File: src/rtl/arxcdr_defines.vh
// Purpose: shared constants for the serial receive recovery block
// Assumes: included by bare name
// Notes:   definitions only
`ifndef ARXCDR_DEFINES_VH
`define ARXCDR_DEFINES_VH

// ---------------------------------------------------------------
// oversampling
// ---------------------------------------------------------------
`define ARXCDR_OSR_NORM      5'h10
`define ARXCDR_OSR_DBL       5'h08
// first, middle and last vote samples per mode
`define ARXCDR_VOTE_A_NORM   5'h08
`define ARXCDR_VOTE_B_NORM   5'h09
`define ARXCDR_VOTE_C_NORM   5'h0A
`define ARXCDR_VOTE_A_DBL    5'h04
`define ARXCDR_VOTE_B_DBL    5'h05
`define ARXCDR_VOTE_C_DBL    5'h06

// ---------------------------------------------------------------
// frame length (character plus parity)
// ---------------------------------------------------------------
`define ARXCDR_DLEN_MIN      4'h5
`define ARXCDR_DLEN_MAX      4'hA

// ---------------------------------------------------------------
// buffer entry layout: {frame error, data[9:0]}
// ---------------------------------------------------------------
`define ARXCDR_ENT_W         11
`define ARXCDR_ENT_FE_BIT    10
`define ARXCDR_FIFO_DEPTH    4

`endif

File: src/rtl/arxcdr_fifo.v
// Purpose: small synchronous FIFO for received frames
// Assumes: single clock, synchronous active-high reset
// Notes:   read data come from a register; flush empties it at once
`timescale 1ns/1ps

module arxcdr_fifo #(
    parameter WIDTH = 11,
    parameter DEPTH = 4,
    parameter AW    = 2
) (
    // clock and reset
    input  wire             i_core_clk,
    input  wire             i_rst,
    input  wire             i_flush,
    // write side
    input  wire             i_wr_valid,
    input  wire [WIDTH-1:0] i_wr_data,
    output wire             o_wr_ready,
    // read side
    output wire             o_rd_valid,
    output wire [WIDTH-1:0] o_rd_data,
    input  wire             i_rd_ready
);

    reg [WIDTH-1:0] mem_ff [0:DEPTH-1];
    reg [AW-1:0]    wptr_ff;
    reg [AW-1:0]    rptr_ff;
    reg [AW:0]      cnt_ff;
    reg [WIDTH-1:0] head_ff;
    reg             head_vld_ff;

    wire            mem_empty;
    wire            pull;
    wire            wr_fire;
    wire            rd_fire;
    wire [AW:0]     depth_c;

    assign depth_c    = DEPTH[AW:0];
    assign o_wr_ready = (cnt_ff != depth_c);
    assign wr_fire    = i_wr_valid & o_wr_ready;
    assign rd_fire    = head_vld_ff & i_rd_ready;
    assign mem_empty  = (cnt_ff == {(AW+1){1'b0}});
    // head register refills whenever it is free or being taken
    assign pull       = ~mem_empty & (~head_vld_ff | rd_fire);
    assign o_rd_valid = head_vld_ff;
    assign o_rd_data  = head_ff;

    always @(posedge i_core_clk) begin
        if (wr_fire) begin
            mem_ff[wptr_ff] <= i_wr_data;
        end
    end

    always @(posedge i_core_clk) begin
        if (i_rst || i_flush) begin
            wptr_ff     <= {AW{1'b0}};
            rptr_ff     <= {AW{1'b0}};
            cnt_ff      <= {(AW+1){1'b0}};
            head_vld_ff <= 1'b0;
            head_ff     <= {WIDTH{1'b0}};
        end else begin
            if (wr_fire) begin
                wptr_ff <= wptr_ff + 1'b1;
            end
            if (pull) begin
                rptr_ff     <= rptr_ff + 1'b1;
                head_ff     <= mem_ff[rptr_ff];
                head_vld_ff <= 1'b1;
            end else if (rd_fire) begin
                head_vld_ff <= 1'b0;
            end
            if (wr_fire && !pull) begin
                cnt_ff <= cnt_ff + 1'b1;
            end else if (!wr_fire && pull) begin
                cnt_ff <= cnt_ff - 1'b1;
            end
        end
    end

endmodule

File: src/rtl/arxcdr_top.v
// Purpose: asynchronous serial receiver clock and data recovery
// Assumes: i_sample_tick pulses once per oversample period
// Notes:   frames of 5 to 10 bits plus one stop bit go to a FIFO
`timescale 1ns/1ps
`include "arxcdr_defines.vh"

// Summary of operation
// - sample at 16x, or 8x in double speed
// - high-to-low edge starts start detection
// - start judged on samples 8-10 or 4-6
// - majority high start is noise, rearm
// - valid start resynchronises bit timing every frame
// - per-bit state counter 16 or 8 states
// - data and parity bits majority voted
// - stop after first stop bit, ignore rest
// - low first stop bit sets frame error
// - new start accepted right after stop vote
// - frame length five to ten bits
// - ready flag shows unread data present
// - frame error stored with its frame
// - disabling receiver aborts frame, flushes buffer
module arxcdr_top #(
    parameter DLEN_W = 4,
    parameter DEPTH  = `ARXCDR_FIFO_DEPTH
) (
    // clock and reset
    input  wire              i_core_clk,
    input  wire              i_rst,
    // serial line and sample enable
    input  wire              i_rxd,
    input  wire              i_sample_tick,
    // configuration
    input  wire              i_receiver_enable_bit,
    input  wire              i_double_speed_select,
    input  wire [DLEN_W-1:0] i_frame_bits,
    // received data
    input  wire              i_rd_ready,
    output reg               o_rx_complete,
    output reg  [9:0]        o_serial_data_buffer_reg,
    output reg               o_stop_bit_error_flag,
    output reg               o_overrun
);

    // -----------------------------------------------------------
    // states
    // -----------------------------------------------------------
    localparam [2:0] ST_IDLE  = 3'h1;
    localparam [2:0] ST_START = 3'h2;
    localparam [2:0] ST_BITS  = 3'h4;

    // -----------------------------------------------------------
    // input synchroniser
    // -----------------------------------------------------------
    reg        rxd_meta_ff;
    reg        rxd_sync_ff;
    reg        rxd_prev_ff;

    always @(posedge i_core_clk) begin
        if (i_rst) begin
            rxd_meta_ff <= 1'b1;
            rxd_sync_ff <= 1'b1;
        end else begin
            rxd_meta_ff <= i_rxd;
            rxd_sync_ff <= rxd_meta_ff;
        end
    end

    // -----------------------------------------------------------
    // recovery state
    // -----------------------------------------------------------
    reg [2:0]        state_ff;
    reg [2:0]        nxt_state;
    reg [4:0]        samp_ff;
    reg [4:0]        nxt_samp;
    reg [3:0]        bitn_ff;
    reg [3:0]        nxt_bitn;
    reg [1:0]        vote_ff;
    reg [1:0]        nxt_vote;
    reg [9:0]        shift_ff;
    reg [9:0]        nxt_shift;
    reg              push_ff;
    reg              nxt_push;
    reg              fe_ff;
    reg              nxt_fe;
    reg [3:0]        dlen_ff;

    wire [4:0]       osr;
    wire [4:0]       va;
    wire [4:0]       vb;
    wire [4:0]       vc;
    wire             fall;
    wire             bit_val;
    wire [3:0]       dlen_cfg;

    assign osr = i_double_speed_select ? `ARXCDR_OSR_DBL
                                       : `ARXCDR_OSR_NORM;
    assign va = i_double_speed_select ? `ARXCDR_VOTE_A_DBL
                                      : `ARXCDR_VOTE_A_NORM;
    assign vb = i_double_speed_select ? `ARXCDR_VOTE_B_DBL
                                      : `ARXCDR_VOTE_B_NORM;
    assign vc = i_double_speed_select ? `ARXCDR_VOTE_C_DBL
                                      : `ARXCDR_VOTE_C_NORM;

    assign fall = rxd_prev_ff & ~rxd_sync_ff;

    // two of three high samples decide one
    assign bit_val = (vote_ff + {1'b0, rxd_sync_ff}) >= 2'h2;

    // clamp frame length into five to ten
    assign dlen_cfg =
        (i_frame_bits[3:0] < `ARXCDR_DLEN_MIN) ? `ARXCDR_DLEN_MIN :
        (i_frame_bits[3:0] > `ARXCDR_DLEN_MAX) ? `ARXCDR_DLEN_MAX :
        i_frame_bits[3:0];

    // -----------------------------------------------------------
    // sample point decode
    // -----------------------------------------------------------
    wire             at_va;
    wire             at_vb;
    wire             at_vc;
    wire             at_ab;
    wire             at_end;
    wire             last_bit;

    // centre samples share one decode in both phases
    assign at_va    = (samp_ff == va);
    assign at_vb    = (samp_ff == vb);
    assign at_vc    = (samp_ff == vc);
    // first two votes are summed, the third decides
    assign at_ab    = at_va | at_vb;
    // last state of the per-bit sequence
    assign at_end   = (samp_ff == osr);
    // bit counter has reached the first stop bit
    assign last_bit = (bitn_ff == dlen_ff);

    always @* begin
        nxt_state = state_ff;
        nxt_samp  = samp_ff;
        nxt_bitn  = bitn_ff;
        nxt_vote  = vote_ff;
        nxt_shift = shift_ff;
        nxt_push  = 1'b0;
        nxt_fe    = fe_ff;
        if (i_sample_tick) begin
            case (state_ff)
                ST_IDLE: begin
                    nxt_vote = 2'h0;
                    if (fall) begin
                        // this low sample is one, the next one two
                        nxt_state = ST_START;
                        nxt_samp  = 5'h02;
                    end
                end
                ST_START: begin
                    nxt_samp = samp_ff + 5'h01;
                    if (at_ab) begin
                        nxt_vote = vote_ff + {1'b0, rxd_sync_ff};
                    end
                    if (at_vc) begin
                        if (bit_val) begin
                            nxt_state = ST_IDLE;
                        end
                        nxt_vote = 2'h0;
                    end
                    if (at_end) begin
                        // timing now locked to this start
                        nxt_state = ST_BITS;
                        nxt_samp  = 5'h01;
                        nxt_bitn  = 4'h0;
                        nxt_shift = 10'h000;
                    end
                end
                ST_BITS: begin
                    nxt_samp = at_end ? 5'h01
                                      : samp_ff + 5'h01;
                    if (at_ab) begin
                        nxt_vote = vote_ff + {1'b0, rxd_sync_ff};
                    end
                    if (at_vc) begin
                        nxt_vote = 2'h0;
                        if (last_bit) begin
                            // stop bit vote gives frame error
                            nxt_fe    = ~bit_val;
                            nxt_push  = 1'b1;
                            nxt_state = ST_IDLE;
                        end else begin
                            nxt_shift = shift_ff;
                            nxt_shift[bitn_ff] = bit_val;
                            nxt_bitn  = bitn_ff + 4'h1;
                        end
                    end
                end
                default: begin
                    nxt_state = ST_IDLE;
                end
            endcase
        end
    end

    // -----------------------------------------------------------
    // state registers
    // -----------------------------------------------------------
    always @(posedge i_core_clk) begin
        if (i_rst || !i_receiver_enable_bit) begin
            state_ff    <= ST_IDLE;
            samp_ff     <= 5'h00;
            bitn_ff     <= 4'h0;
            vote_ff     <= 2'h0;
            shift_ff    <= 10'h000;
            push_ff     <= 1'b0;
            fe_ff       <= 1'b0;
        end else begin
            state_ff <= nxt_state;
            samp_ff  <= nxt_samp;
            bitn_ff  <= nxt_bitn;
            vote_ff  <= nxt_vote;
            shift_ff <= nxt_shift;
            push_ff  <= nxt_push;
            fe_ff    <= nxt_fe;
        end
    end

    // -----------------------------------------------------------
    // line edge detector
    // -----------------------------------------------------------
    // idles high so re-enabling on a quiet line makes no edge
    always @(posedge i_core_clk) begin
        if (i_rst || !i_receiver_enable_bit) begin
            rxd_prev_ff <= 1'b1;
        end else if (i_sample_tick) begin
            rxd_prev_ff <= rxd_sync_ff;
        end
    end

    // -----------------------------------------------------------
    // frame length
    // -----------------------------------------------------------
    // frozen per frame: a change mid-frame waits for idle
    always @(posedge i_core_clk) begin
        if (i_rst || !i_receiver_enable_bit) begin
            dlen_ff <= `ARXCDR_DLEN_MIN;
        end else if (state_ff == ST_IDLE) begin
            dlen_ff <= dlen_cfg;
        end
    end

    // -----------------------------------------------------------
    // receive buffer
    // -----------------------------------------------------------
    wire [`ARXCDR_ENT_W-1:0] wr_ent;
    wire [`ARXCDR_ENT_W-1:0] rd_ent;
    wire                     wr_ready;
    wire                     rd_valid;
    wire                     rd_take;

    // frame error travels with its data
    assign wr_ent  = {fe_ff, shift_ff};
    assign rd_take = i_rd_ready & o_rx_complete;

    arxcdr_fifo #(
        .WIDTH (`ARXCDR_ENT_W),
        .DEPTH (DEPTH),
        .AW    (2)
    ) u_fifo (
        .i_core_clk (i_core_clk),
        .i_rst      (i_rst),
        .i_flush    (~i_receiver_enable_bit),
        .i_wr_valid (push_ff),
        .i_wr_data  (wr_ent),
        .o_wr_ready (wr_ready),
        .o_rd_valid (rd_valid),
        .o_rd_data  (rd_ent),
        .i_rd_ready (rd_take)
    );

    // output stage mirrors FIFO head; valid drops with the take
    always @(posedge i_core_clk) begin
        if (i_rst || !i_receiver_enable_bit) begin
            o_rx_complete            <= 1'b0;
            o_serial_data_buffer_reg <= 10'h000;
            o_stop_bit_error_flag    <= 1'b0;
            o_overrun                <= 1'b0;
        end else begin
            o_rx_complete            <= rd_valid & ~rd_take;
            o_serial_data_buffer_reg <= rd_ent[9:0];
            o_stop_bit_error_flag    <= rd_ent[`ARXCDR_ENT_FE_BIT];
            // full buffer drops the frame; sticky until next good push
            if (push_ff) begin
                o_overrun <= ~wr_ready;
            end
        end
    end

endmodule

File: config.mk
export PLATFORM = sky130hd
export DESIGN_NAME = arxcdr_top
export DESIGN_NICKNAME = d
export VERILOG_FILES = /design/src/rtl/arxcdr_fifo.v /design/src/rtl/arxcdr_top.v
export VERILOG_INCLUDE_DIRS = /design/src /design/src/rtl
export SDC_FILE = /design/constraint.sdc
export NUM_CORES = 1
export LEC_CHECK = 0
export BUFFER_PORTS_ARGS = -buffer_cell sky130_fd_sc_hd__buf_2
export CAP_MARGIN = 10
export CORE_MARGIN = 1.5
export CORE_UTILIZATION = 55
export DETAILED_ROUTE_END_ITERATION = 7
export PLACE_DENSITY = 0.82
export SLEW_MARGIN = 20
export SYNTH_ARGS = -nofsm -noshare
export SYNTH_HDL_FRONTEND = slang
export SYNTH_SLANG_ARGS = --single-unit
File: constraint.sdc
create_clock -name i_core_clk -period 3.8 [get_ports i_core_clk]
set_clock_uncertainty 0.15 [all_clocks]
set_input_delay 0.19 -clock i_core_clk [delete_from_list [all_inputs] [get_ports i_core_clk]]
set_output_delay 0.19 -clock i_core_clk [all_outputs]
set_load 0.05 [all_outputs]
Word-level counts from Yosys, hierarchy flattened

Memory sizes are Yosys's and may differ from the RTL's. A register that Yosys moved wholly into a read port is not among the register bits.
Cells that the tools add are included.

Register bits: 54
RAM bits: 44
Input port bits: 11
Output and inout bits: 13
Memories: 1

Memories:

| memory        | words | bits a word | read ports | clocked after Yosys merged registers in | wr ports | line             | RTL |
|---|---|---|---|---|---|---|---|
| u_fifo.mem_ff | 4     | 11          | 1          | 1                                       | 1        | arxcdr_fifo.v:25 | `reg [WIDTH-1:0] mem_ff [0:DEPTH-1];` |

Add/subtract/negate cells: 7
Magnitude comparators: 5
Eq/ne operators: 17
Mux-type cells: 37
Bitwise logic cells: 18
Reductions and logical operators: 20

Operators with widths:

| kind                                                                  | number |
|---|---|
| 4-bit 2-to-1 mux                                                      | 8 |
| 10-bit 2-to-1 mux                                                     | 3 |
| 3-bit 2-to-1 mux                                                      | 8 |
| 10-bit one-hot mux with 2 select lines                                | 1 |
| 5-bit by 4-bit equality test with 1-bit output                        | 3 |
| 5-bit 2-to-1 mux                                                      | 3 |
| 10-bit bitwise mux                                                    | 1 |
| 2-bit inequality test (second input constant)                         | 5 |
| 1-bit inverter                                                        | 10 |
| 5-bit one-hot mux with 2 select lines                                 | 1 |
| 3-bit inequality test (second input constant)                         | 3 |
| 3-bit one-hot mux with 3 select lines                                 | 1 |
| 4-bit one-hot mux with 2 select lines                                 | 1 |
| 2-bit nonzero test                                                    | 4 |
| 1-bit AND                                                             | 6 |
| 1-bit 2-to-1 mux                                                      | 6 |
| 3-bit AND reduction                                                   | 2 |
| 6-bit AND reduction                                                   | 1 |
| 5-bit by 1-bit adder with 5-bit output (second input constant)        | 1 |
| 5-bit equality test                                                   | 1 |
| 4-bit by 5-bit < comparator with 1-bit output (second input constant) | 1 |
| 5-bit AND reduction                                                   | 1 |
| 2-bit by 1-bit adder with 2-bit output (second input constant)        | 2 |
| 4-bit by 1-bit adder with 4-bit output (second input constant)        | 1 |
| 23 further kinds                                                      | 30 |

Logic depth before layout (Yosys ltp)

Word-level depth: 8
Depth in mapped cells: 10

Hierarchy

Synthesis repeated with hierarchy kept, for this count alone.

Cells, all modules: 383
Area, all modules: 4,702.0 µm²

Modules (own cells, without submodules):

| module      | times used | cells each | area each (µm²) | seq. area each (µm²) |
|---|---|---|---|---|
| arxcdr_fifo | 1          | 150        | 2,487.4         | 1,701.6 |
| arxcdr_top  | 1          | 233        | 2,214.6         | 920.9 |

Least setup slack after synthesis

Ideal clock, no wire load.

Kind: reg-to-reg
Start point: register o_rx_complete
End point: register u_fifo.cnt_ff[2]
Arrival: 2.320 ns
Data required time: 3.580 ns
Slack: 1.259 ns
Stages on the path, launching flop included: 11
Path buffers: 1
Period minus slack after synthesis: 2.541 ns
Cell sequence: dfxtp_1 nand2_1 a21oi_1 inv_1 clkbuf_1 ha_1 inv_1 fa_1 xor2_1 or3_1 a21oi_1

Cells in the longest elaborated chain, start to end: 7
Elaborated cells on any way between the ends: 9
Those cells by class: mux (1); bitwise (4); reduce/logical (4)

Ends and longest elaborated chain:

| element                                                       | line             | RTL |
|---|---|---|
| start, declared                                               | arxcdr_top.v:38  | `output reg o_rx_complete,` |
| start signal, assigned                                        | arxcdr_top.v:284 | `o_rx_complete <= rd_valid & ~rd_take;` |
| 1-bit AND *                                                   | arxcdr_top.v:258 | `assign rd_take = i_rd_ready & o_rx_complete;` |
| 1-bit AND *                                                   | arxcdr_fifo.v:41 | `assign rd_fire = head_vld_ff & i_rd_ready;` |
| 1-bit bitwise OR *                                            | arxcdr_fifo.v:44 | `assign pull = ~mem_empty & (~head_vld_ff \| rd_fire);` |
| 1-bit AND *                                                   | arxcdr_fifo.v:44 |  |
| 1-bit zero test                                               | arxcdr_fifo.v:72 | `if (wr_fire && !pull) begin` |
| 1-bit logical AND                                             | arxcdr_fifo.v:72 |  |
| 3-bit 2-to-1 mux / 2-bit nonzero test (equally long branches) | --               |  |
| end signal, assigned                                          | arxcdr_fifo.v:58 | `cnt_ff <= {(AW+1){1'b0}};` |
| end signal, assigned                                          | arxcdr_fifo.v:73 | `cnt_ff <= cnt_ff + 1'b1;` |
| end signal, assigned                                          | arxcdr_fifo.v:75 | `cnt_ff <= cnt_ff - 1'b1;` |
| end, declared                                                 | arxcdr_fifo.v:28 | `reg [AW:0] cnt_ff;` |

Mark *: on every way between the ends. The rest lies on a longest branch, timed or not.
A chain may end at the register's enable or synchronous reset.

Worst setup path after layout

Start point: register u_fifo.cnt_ff[0]
End point: register u_fifo.cnt_ff[2]

Cells in the longest elaborated chain, start to end: 6
Elaborated cells on any way between the ends: 14
Those cells by class: add/sub (2); eq/ne (1); mux (2); bitwise (3); reduce/logical (6)

Ends and longest elaborated chain:

| element |
|---|
| branches (longest 6 deep; another with 3-bit by 1-bit subtractor with 3-bit output) |

Parallel ways; which one is timed is not known. The select of a mux whose other input is x is not followed.

==> flow_summary.json <==
{
  "timing.fmax_ghz": 0.332,
  "synth_top_area_cell": "edfxtp_1",
  "synth.most_common_cell": "dfxtp_1",
  "crit_fanout": 14,
  "worstMarginPinSlew_ps": 953,
  "yosys_warnings": 0,
  "synthMuxAreaShare_pct": 9.29,
  "synth_fa_ha_area_share_pct": 4.24,
  "firstDrtPassIters": 4,
  "synthTopCellsByCount": "65 x dfxtp_1, 52 x nand2_1, 44 x edfxtp_1, 26 x a21oi_1, 23 x nor2_1",
  "insertedDiodeCount": 0,
  "vias_per_cell": 5.55,
  "antenna_left": 0,
  "cts_resized": 0,
  "hold_violations": 0,
  "power.clock.fraction_pct": 36.0,
  "worst_ep_required_time_ps": 3950,
  "relSlewSlack_pct": 36.5,
  "clkTransAtPathRegs_ps": 100,
  "largest_reg_flops": 44,
  "core_um2": 8180,
  "grtUsageTotal_pct": 20.2,
  "drive_gt1_share_pct": 14.8,
  "top_register": "u_fifo.mem_ff",
  "crit_end": "u_fifo.cnt_ff[2]",
  "cp_slowest_cell": "a21oi_1",
  "path_cells": "nor3_1 -> a21oi_1 -> inv_1 -> ha_1 -> inv_1 -> fa_1 -> xor2_1 -> or3_1 -> a21oi_1",
  "synth_top_area_share_pct": 28.7,
  "rows": 33,
  "arrival_ps": 3170,
  "synth_async_sr_flop_share_pct": 0,
  "report.final.slew_viol_count": 0,
  "drt_iter0_drc": 83,
  "synth_ff_type": "dfxtp_1",
  "fin_crit_ps": 3010,
  "fin_setup_tns_ps": 0,
  "cp-start-kind": "flip-flop",
  "gp_congestion": 0.879,
  "r2r_cells": 9,
  "synth_xor_area_share_pct": 2.09,
  "num_vias": 2950,
  "grt_antenna_before_repair": 0,
  "insertion_delay_ps": 370,
  "clockRootBuffer": "clkbuf_8",
  "ys_seq_area_share_pct": 56.9,
  "avgSynthCellArea_um2": 11.6,
  "die_w_um": 94.5,
  "synth_top_family_by_area": "simple AND/OR/NAND/NOR gates",
  "cts_buffers": 9,
  "io_pins": 24,
  "multi_input_area_um2": 1850,
  "syn_inst": 396,
  "synth.ff_latch_count": 109,
  "post_cts_buffers": 0,
  "grt_pass1_wl_mm": 13.6,
  "area_growth_pct": 10.4,
  "period_share_pct": 79.3,
  "p_leak_nw": 1.75,
  "fin_util_pct": 62.2,
  "worst_r2r_endpoint": "u_fifo.cnt_ff[2]",
  "powerDensity_nw_per_um2": 417,
  "hold_buffers": 9,
  "fin_ws_ps": 786,
  "clk_path_buf_depth": 2,
  "cts_tree": "done",
  "syn_nets": 422,
  "hold_path.class": "primary input to flip-flop",
  "synthDistinctLibCells": 54,
  "ys_top_cells_by_area": "edfxtp_1 29%, dfxtp_1 28%, mux4_2 5.4%",
  "synth-edff-count": 44,
  "cap_violations": 0,
  "drt-total-wl_mm": 7.92,
  "cp.depth": 9,
  "regArea_um2": 2620,
  "synth-compound-area-share_pct": 8.18,
  "regToRegStartpoint": "u_fifo.cnt_ff[0]",
  "status": "completed",
  "io_buffers": 23,
  "endpoint_kind": "flip-flop",
  "start_util_pct": 56.3,
  "crit_buf_inv": 2,
  "vdd_drop_max_v": 0.000203,
  "cts_max_level": 3,
  "total_power_w": 0.00212,
  "slowest_delay_ps": 740,
  "dpl.hpwl_mm": 5.37,
  "clock-sinks": 109,
  "power.internal_w": 0.00165,
  "nNetsFinal": 449,
  "die_area_um2": 8930,
  "switchingPower_w": 0.000474,
  "syn_area_um2": 4610,
  "path_class": "flip-flop to flip-flop",
  "n_fill_cell": 651,
  "dp_slack_ps": 790,
  "rsz0062_at_grt": "false",
  "pwr-share-comb_pct": 5.5,
  "globalRoute.totalOverflow": 0,
  "seqPwrFrac_pct": 58.5,
  "switching_share_pct": 22.4,
  "grt_max_degree": 39,
  "cp_top_family": "compound AO/OA/AOI/OAI gates",
  "startpoint": "u_fifo.cnt_ff[0]",
  "grt_pass1_vias": 2895,
  "detail_route.wl_per_cell_um": 14.9,
  "synth_simple_gate_area_share_pct": 16.4,
  "die_h_um": 94.5,
  "reg2reg_slack_ps": 790,
  "setup_violations": 0,
  "drc": 0
}
==> worst min-delay path by stage <==
stage | depth (start not counted) | slack [ps] | to | startpoint
global route | 3 | 140 | rxd_prev_ff | i_receiver_enable_bit
floorplan | 1 | 140 | rxd_meta_ff | i_rxd
finish | 5 | 120 | dlen_ff[0] | i_frame_bits[0]
global placement | 2 | 230 | rxd_meta_ff | i_rxd
detailed placement | 2 | 230 | rxd_meta_ff | i_rxd
CTS | 4 | 110 | dlen_ff[0] | i_frame_bits[1]
==> per-stage QoR <==
stage | instance area (um^2) | hold slack, ps | cells
after floorplan | 4610 | 144 | 396
after global routing | 5080 | 136 | 532
final | 5080 | 119 | 532
after global placement | 4770 | 226 | 508
after detailed placement | 4770 | 229 | 508
after CTS | 5080 | 115 | 532
==> layout make-up <==
| class | count | area share (%) |
|---|---|---|
| Clock buffer | 9 | 2.44 |
| Clock inverter | 6 | 1.87 |
| Inverter | 12 | 0.886 |
| Multi-Input combinational cell | 258 | 36.5 |
| Sequential cell | 109 | 51.6 |
| Tap cell | 105 | 2.58 |
| Timing Repair Buffer | 33 | 4.18 |
==> tightest hold or removal path, delay by kind of cell <==
family                 cells  cell delay (ps)
AOI/OAI and AO/OA          2              240
and+or+nand+nor            1               60
buffers and inverters      2              130
==> layer usage <==
| metal | track usage, % | wire, um | vias to the layer above |
|---|---|---|---|
| li1 | - | - | 1470 |
| met1 | 23.7 | 3400 | 1419 |
| met2 | 35.4 | 4120 | 45 |
| met3 | 4.83 | 247 | 16 |
| met4 | 8.33 | 157 | 0 |
| met5 | 0 | 0 | - |
==> power by group through the flow <==
stage                     registers, W  logic [W]  clock network [W]
final                          0.00124   0.000117           0.000764
after global routing           0.00124   0.000132           0.000835
after CTS                      0.00124   0.000117           0.000773
after detailed placement       0.00127   0.000110                  0
after global placement         0.00126   0.000104                  0
after floorplan                0.00127  0.0000824                  0
==> cell usage in the layout, fill, tap and decap left out, types with 5 or more instances in the layout <==
cell           Yosys  layout
ha_1              14      14
mux2i_1           18      18
nand2b_1           9       9
mux4_2            11      11
dlygate4sd3_1      0       9
o21ai_0            6       6
a21oi_1           26      26
xor2_1             9       9
nand3_1            5       5
dfxtp_1           65      65
and2_1            15      15
nand4_1           13      13
inv_1             12      12
nand2_1           52      52
buf_2              5      23
o21ai_1            5       5
nor2_1            23      22
edfxtp_1          44      44
clkbuf_8           0       9
==> cells by family (layout without fill, tap and decap cells) <==
group / after synthesis / in the layout
fa+ha+maj: 15 / 15
mux: 29 / 29
xor+xnor: 11 / 11
simple gates: 145 / 145
compound gates: 58 / 58
flops: 109 / 109
buf+inv: 29 / 60
Power figures use the tool's default switching activity.
